### src/inc/acw_pkg.sv
/*
  Package for the transceiver configuration word block: field positions,
  reset value and rate division figures.
  Assumes a 50 MHz system clock and a host data bus of 16 bits.
*/
package acw_pkg;

  // ----------------------------------------------------------------
  // Register layout
  // ----------------------------------------------------------------
  localparam int          CFG_WIDTH      = 16;
  localparam logic [15:0] CFG_RESET      = 16'h0000;
  localparam logic [15:0] CFG_USED_MASK  = 16'hFFF0;
  localparam logic        READY_RESET    = 1'b1;
  localparam int          BIT_PAR_INS    = 4;
  localparam int          BIT_LOOP_N     = 5;
  localparam int          BIT_RX1_CHK    = 6;
  localparam int          BIT_RX1_B9     = 7;
  localparam int          BIT_RX1_B10    = 8;
  localparam int          BIT_RX2_CHK    = 9;
  localparam int          BIT_RX2_B9     = 10;
  localparam int          BIT_RX2_B10    = 11;
  localparam int          BIT_PAR_INV    = 12;
  localparam int          BIT_TX_RATE    = 13;
  localparam int          BIT_RX_RATE    = 14;
  localparam int          BIT_WORD_LEN   = 15;

  // ----------------------------------------------------------------
  // Serial word figures
  // ----------------------------------------------------------------
  localparam logic [5:0]  WORD_BITS_LONG  = 6'h20;
  localparam logic [5:0]  WORD_BITS_SHORT = 6'h19;
  localparam logic [6:0]  DIV_HIGH_RATE   = 7'h0A;
  localparam logic [6:0]  DIV_LOW_RATE    = 7'h50;

endpackage : acw_pkg

### src/logic/acw_config_word.sv
/*
  Configuration word register of a two receiver, one transmitter serial
  bus transceiver, with the field decode the serial logic consumes.
  Assumes the load strobe and data bus are synchronous to clk, and that
  the receivers, transmitter and buffer live outside and use the outputs.
*/
// Functional notes
// - Low load strobe captures bus bits 15 to 4
// - Lowest four bits ignored, never stored
// - Pin high forces parity into bit 32
// - Pin low: field picks data or parity
// - Loopback field low loops transmitter to receivers
// - Second receiver gets inverted loopback data
// - Transmitter keeps driving line during loopback
// - Bit six enables first receiver code check
// - First receiver matches bits nine and ten
// - Bit nine enables second receiver code check
// - Second receiver matches bits nine and ten
// - Parity sense: zero odd, one even
// - Transmit rate: divide by ten or eighty
// - Receive rate: divide by ten or eighty
// - Word length: thirty-two or twenty-five bits
// - Ready flag rises when buffer drains
module acw_config_word (
  input  wire logic                        clk,
  input  wire logic                        rst,
  input  wire logic                        config_load_strobe_n,
  input  wire logic [acw_pkg::CFG_WIDTH-1:0] data_bus,
  input  wire logic                        bit32_data_mode_pin_n,
  input  wire logic                        tx_serial_a,
  input  wire logic                        tx_serial_b,
  input  wire logic                        line_rx1_data,
  input  wire logic                        line_rx2_data,
  input  wire logic [1:0]                  rx1_code_bits,
  input  wire logic [1:0]                  rx2_code_bits,
  input  wire logic                        tx_last_word_done,
  input  wire logic                        tx_second_half_load,
  output logic [acw_pkg::CFG_WIDTH-1:0]    transceiver_configuration_word,
  output logic                             word_length_choice,
  output logic                             receive_rate_choice,
  output logic                             transmit_rate_choice,
  output logic                             parity_sense_invert,
  output logic                             parity_insert_enable,
  output logic                             parity_in_bit32,
  output logic                             loopback_test_n,
  output logic                             first_rx_code_check_on,
  output logic                             second_rx_code_check_on,
  output logic                             first_rx_bit9_code,
  output logic                             first_rx_bit10_code,
  output logic                             second_rx_bit9_code,
  output logic                             second_rx_bit10_code,
  output logic                             first_rx_accept,
  output logic                             second_rx_accept,
  output logic                             rx1_serial_in,
  output logic                             rx2_serial_in,
  output logic                             tx_line_a,
  output logic                             tx_line_b,
  output logic [6:0]                       tx_rate_divisor,
  output logic [6:0]                       rx_rate_divisor,
  output logic [5:0]                       word_bit_count,
  output logic                             transmit_buffer_empty_flag
);
  import acw_pkg::*;

  // ----------------------------------------------------------------
  // Helpers
  // ----------------------------------------------------------------
  // Shared by both rate fields
  function automatic logic [6:0] rate_div(input logic low_rate);
    rate_div = low_rate ? DIV_LOW_RATE : DIV_HIGH_RATE;
  endfunction

  // Code match used by both receivers
  function automatic logic code_ok(input logic chk_on, input logic [1:0] got,
                                   input logic b9, input logic b10);
    code_ok = !chk_on || (got[0] == b9 && got[1] == b10);
  endfunction

  // ----------------------------------------------------------------
  // Configuration register
  // ----------------------------------------------------------------
  logic [CFG_WIDTH-1:0] cfg_r, cfg_nxt;
  logic                 ready_r, ready_nxt;

  // Capture while strobe low; unused bits are masked so they read zero
  always_comb begin
    cfg_nxt = cfg_r;
    if (!config_load_strobe_n) begin
      cfg_nxt = data_bus & CFG_USED_MASK;
    end
  end

  always_ff @(posedge clk or posedge rst) begin
    if (rst) begin
      cfg_r <= CFG_RESET;
    end else begin
      cfg_r <= cfg_nxt;
    end
  end

  // ----------------------------------------------------------------
  // Transmit ready flag
  // ----------------------------------------------------------------
  // Drain event wins over a coincident load so a finished block is seen
  always_comb begin
    ready_nxt = ready_r;
    if (tx_second_half_load) begin
      ready_nxt = 1'b0;
    end
    if (tx_last_word_done) begin
      ready_nxt = 1'b1;
    end
  end

  always_ff @(posedge clk or posedge rst) begin
    if (rst) begin
      ready_r <= READY_RESET;
    end else begin
      ready_r <= ready_nxt;
    end
  end

  // ----------------------------------------------------------------
  // Field decode
  // ----------------------------------------------------------------
  assign transceiver_configuration_word = cfg_r;
  assign word_length_choice      = cfg_r[BIT_WORD_LEN];
  assign receive_rate_choice     = cfg_r[BIT_RX_RATE];
  assign transmit_rate_choice    = cfg_r[BIT_TX_RATE];
  assign parity_sense_invert     = cfg_r[BIT_PAR_INV];
  assign parity_insert_enable    = cfg_r[BIT_PAR_INS];
  assign loopback_test_n         = cfg_r[BIT_LOOP_N];
  assign first_rx_code_check_on  = cfg_r[BIT_RX1_CHK];
  assign second_rx_code_check_on = cfg_r[BIT_RX2_CHK];
  assign first_rx_bit9_code      = cfg_r[BIT_RX1_B9];
  assign first_rx_bit10_code     = cfg_r[BIT_RX1_B10];
  assign second_rx_bit9_code     = cfg_r[BIT_RX2_B9];
  assign second_rx_bit10_code    = cfg_r[BIT_RX2_B10];

  // Pin open reads high via pull-up, which forces parity
  assign parity_in_bit32 = bit32_data_mode_pin_n | cfg_r[BIT_PAR_INS];

  // Rates and word length; change timing is the host's duty
  assign tx_rate_divisor = rate_div(cfg_r[BIT_TX_RATE]);
  assign rx_rate_divisor = rate_div(cfg_r[BIT_RX_RATE]);
  assign word_bit_count  = cfg_r[BIT_WORD_LEN] ? WORD_BITS_SHORT
                                               : WORD_BITS_LONG;

  // Source/destination acceptance
  assign first_rx_accept  = code_ok(cfg_r[BIT_RX1_CHK], rx1_code_bits,
                                    cfg_r[BIT_RX1_B9], cfg_r[BIT_RX1_B10]);
  assign second_rx_accept = code_ok(cfg_r[BIT_RX2_CHK], rx2_code_bits,
                                    cfg_r[BIT_RX2_B9], cfg_r[BIT_RX2_B10]);

  // Loopback data selector; one-rail taken from rail a alone of the two-rail pair
  assign rx1_serial_in = !cfg_r[BIT_LOOP_N] ? tx_serial_a : line_rx1_data;
  assign rx2_serial_in = !cfg_r[BIT_LOOP_N] ? ~tx_serial_a : line_rx2_data;

  // Line outputs never gated by test mode
  assign tx_line_a = tx_serial_a;
  assign tx_line_b = tx_serial_b;
  assign transmit_buffer_empty_flag = ready_r;
endmodule : acw_config_word

### config.mk
export PLATFORM = sky130hd
export DESIGN_NAME = acw_config_word
export DESIGN_NICKNAME = d
export VERILOG_FILES = /design/src/inc/acw_pkg.sv /design/src/logic/acw_config_word.sv
export SDC_FILE = /design/constraint.sdc
export NUM_CORES = 1
export LEC_CHECK = 0
export BUFFER_PORTS_ARGS = -buffer_cell sky130_fd_sc_hd__buf_4
export CAP_MARGIN = 20
export CORE_MARGIN = 5
export CORE_UTILIZATION = 32
export CTS_BUF_LIST = sky130_fd_sc_hd__clkbuf_8 sky130_fd_sc_hd__clkbuf_16
export CTS_CLUSTER_SIZE = 40
export DETAILED_ROUTE_END_ITERATION = 8
export GPL_ROUTABILITY_DRIVEN = 0
export PLACE_DENSITY = 0.76
export SYNTH_ARGS = -nofsm -noshare
export SYNTH_HDL_FRONTEND = slang
export SYNTH_SLANG_ARGS = --single-unit
export TNS_END_PERCENT = 1
### constraint.sdc
create_clock -name clk -period 0.8 [get_ports clk]
set_input_delay 0.04 -clock clk [delete_from_list [all_inputs] [get_ports clk]]
set_output_delay 0.04 -clock clk [all_outputs]
set_load 0.1 [all_outputs]
==> results_dict.tcl <==
set metrics [dict create \
    ys_seq_area_share_pct 37.3 \
    synth_area_um2 875 \
    clkPwrFrac_pct 12.8 \
    max_cap_viol_count 0 \
    io_buffers 67 \
    viasPerCell 4.10 \
    violations "negative setup slack" \
    fin_ws_ns -0.432 \
    fin_worst_skew_ns 0 \
    antenna_left 0 \
    swShare_pct 56.2 \
    routedWlPerCell_um 14.5 \
    insertion_delay_ns 0.24 \
    power_density_nw_per_um2 2600 \
    timing.fmax_ghz 0.812 \
    critPathKind "flop to primary output" \
    dpl_worst_slack_ns -0.253 \
    cp-start-kind "flop" \
    worstPathRequired_ns 0.76 \
    yosys_warnings 0 \
    finalHoldViolCount 0 \
    grt-ovfl-total 0 \
    cts_buffers 3 \
    multi_input_area_um2 353 \
    tns_ns -10.84 \
    endpoint_kind "primary output" \
    clock_path_buffers 2 \
    core-area_um2 2690 \
    die_w_um 62.3 \
    ys_types 13 \
    clk_pin_slew_ns 0.06 \
    pwr-share-comb_pct 68.4 \
    die_h_um 62.3 \
    vias 677 \
    drc 0 \
    switching_power_mw 2.55 \
    final_area_um2 1740 \
    ios 86 \
    antennaDiodeCount 0 \
    track_usage_pct 11.9 \
    cp_max_fo 4 \
    hp-class "input pin to flop" \
    syn_inst 78 \
    grt_pass1_wl_um 3840 \
    grt_max_degree 14 \
    htreeDepth 1 \
    min_path_cells 2 \
    seqPwrFrac_pct 18.8 \
    wl_um 2400 \
    syn_avg_cell_area_um2 11.2 \
    min_period_ns 1.23 \
    irDropWorstVdd_uv 1770 \
    p_int_mw 1.98 \
    finalCritPeriodShare_pct 154 \
    outcome "complete, but fails checks" \
    cts.sinks 13 \
    area_growth_pct 98.7 \
    regArea_um2 344 \
    fill_cells 179 \
    dr.first_iter.drc_count 6 \
    dr.pass1.iters 4 \
    grt_setup_unrepaired "yes" \
    ff2ff_path_depth 3 \
    clockRootBuffer "clkbuf_8" \
    drive_above_1_share_pct 82.1 \
    fin_nets 165 \
    utilization_pct 64.7 \
    fp.dieArea_um2 3880 \
    hpwl_um 1630 \
    rows 19 \
    tritoncts "built" \
    ys_ff_latch 13 \
    initial_core_util_pct 32.6 \
    drv_slew 0 \
    worst_ep_arrival_time_ns 1.19 \
    finalPower_mw 4.53 \
    p_leak_nw 0.859 \
    grt_pass1_vias 758 \
    placed_cell_area_um2 1290 \
    setup_viol 54 \
    antenna_found_initial 0 \
]
## worst max-delay path, stage by stage, from the launching register on
cell and delay [ns]:
dfrtp_2 0.45, mux2_4 0.33, buf_12 0.17
## synth_stat cells
cell type | count | area (µm²)
buf_4 | 35 | 263
dfrtp_1 | 12 | 300
mux2_4 | 10 | 150
inv_1 | 5 | 18.8
xor2_1 | 4 | 35.0
mux2_2 | 3 | 33.8
o21ai_0 | 3 | 15.0
a21o_1 | 1 | 7.51
buf_6 | 1 | 11.3
conb_1 | 1 | 3.75
dfstp_2 | 1 | 26.3
nand2_1 | 1 | 3.75
or2_2 | 1 | 6.26
## cell type report
cell class / instances / area share [%]
clock buffer: 3 / 2.38
multi-input combinational: 35 / 20.3
inverter: 5 / 1.51
timing repair buffer: 77 / 53.6
tap: 31 / 2.23
sequential: 13 / 19.8
clock inverter: 1 / 0.216
## power by group through the flow
stage               clock network (mW)  registers [mW]  logic (mW)
global placement                     0           0.822        2.63
CTS                              0.603           0.842        2.97
global route                     0.650           0.861        3.16
detailed placement                   0           0.827        2.64
finish                           0.581           0.849        3.10
floorplan                            0            1.31        1.87
## stage by stage
step	instances	hold slack (ns)
floorplan	89	-0.0841
global placement	158	0.0562
detailed placement	158	0.0545
CTS	165	0.0204
global route	165	0.0189
finish	165	0.0268
## registers in the layout, summed over array words and instances, names as in the netlist
signal and cells:
transceiver_configuration_word 12, transmit_buffer_empty_flag 1
## metal layers
metal,up-vias,part of all wire [%],track usage [%],wire length [µm]
li1,306,-,-,-
met1,317,33,13.8,802
met2,52,54,21.4,1290
met3,2,13,3.60,301
met4,0,0.083,2.65,2
met5,-,0,0,0
## cells in the final DEF, fill, tap and decap left out, types with 3 or more instances in the layout
cell,netlist,layout
inv_1,5,4
o21ai_4,0,3
buf_12,0,17
buf_8,0,5
buf_6,1,26
dfrtp_2,0,8
mux2_4,10,12
conb_1,1,12
clkbuf_8,0,3
buf_4,35,27
## cell families after synthesis
family / Yosys count / synth area share [%]
flops: 13 / 37.3
buf+inv: 41 / 33.5
compound gates: 4 / 2.57
other cells: 1 / 0.429
mux: 13 / 21.0
simple gates: 2 / 1.14
xor+xnor: 4 / 4.01
## worst paths after layout
path	start	endpoint	slack (ns)
max in group asynchronous	rst	transmit_buffer_empty_flag	0.22
min	data_bus[14]	transceiver_configuration_word[14]	0.03
min reg2reg	transmit_buffer_empty_flag	transmit_buffer_empty_flag	0.55
max	transceiver_configuration_word[5]	rx1_serial_in	-0.43
min in group asynchronous	rst	transceiver_configuration_word[14]	0.35
max reg2reg	transceiver_configuration_word[5]	transceiver_configuration_word[5]	-0.26
## what timing repair did
item                       4_1_cts  5_1_grt
pin swaps                        5        0
setup buffers                    1        0
gates resized for setup         69       24
hold endpoints to repair        13        0
setup endpoints to repair       53       54
hold buffers                     2        0
Power figures use the tool's default switching activity.
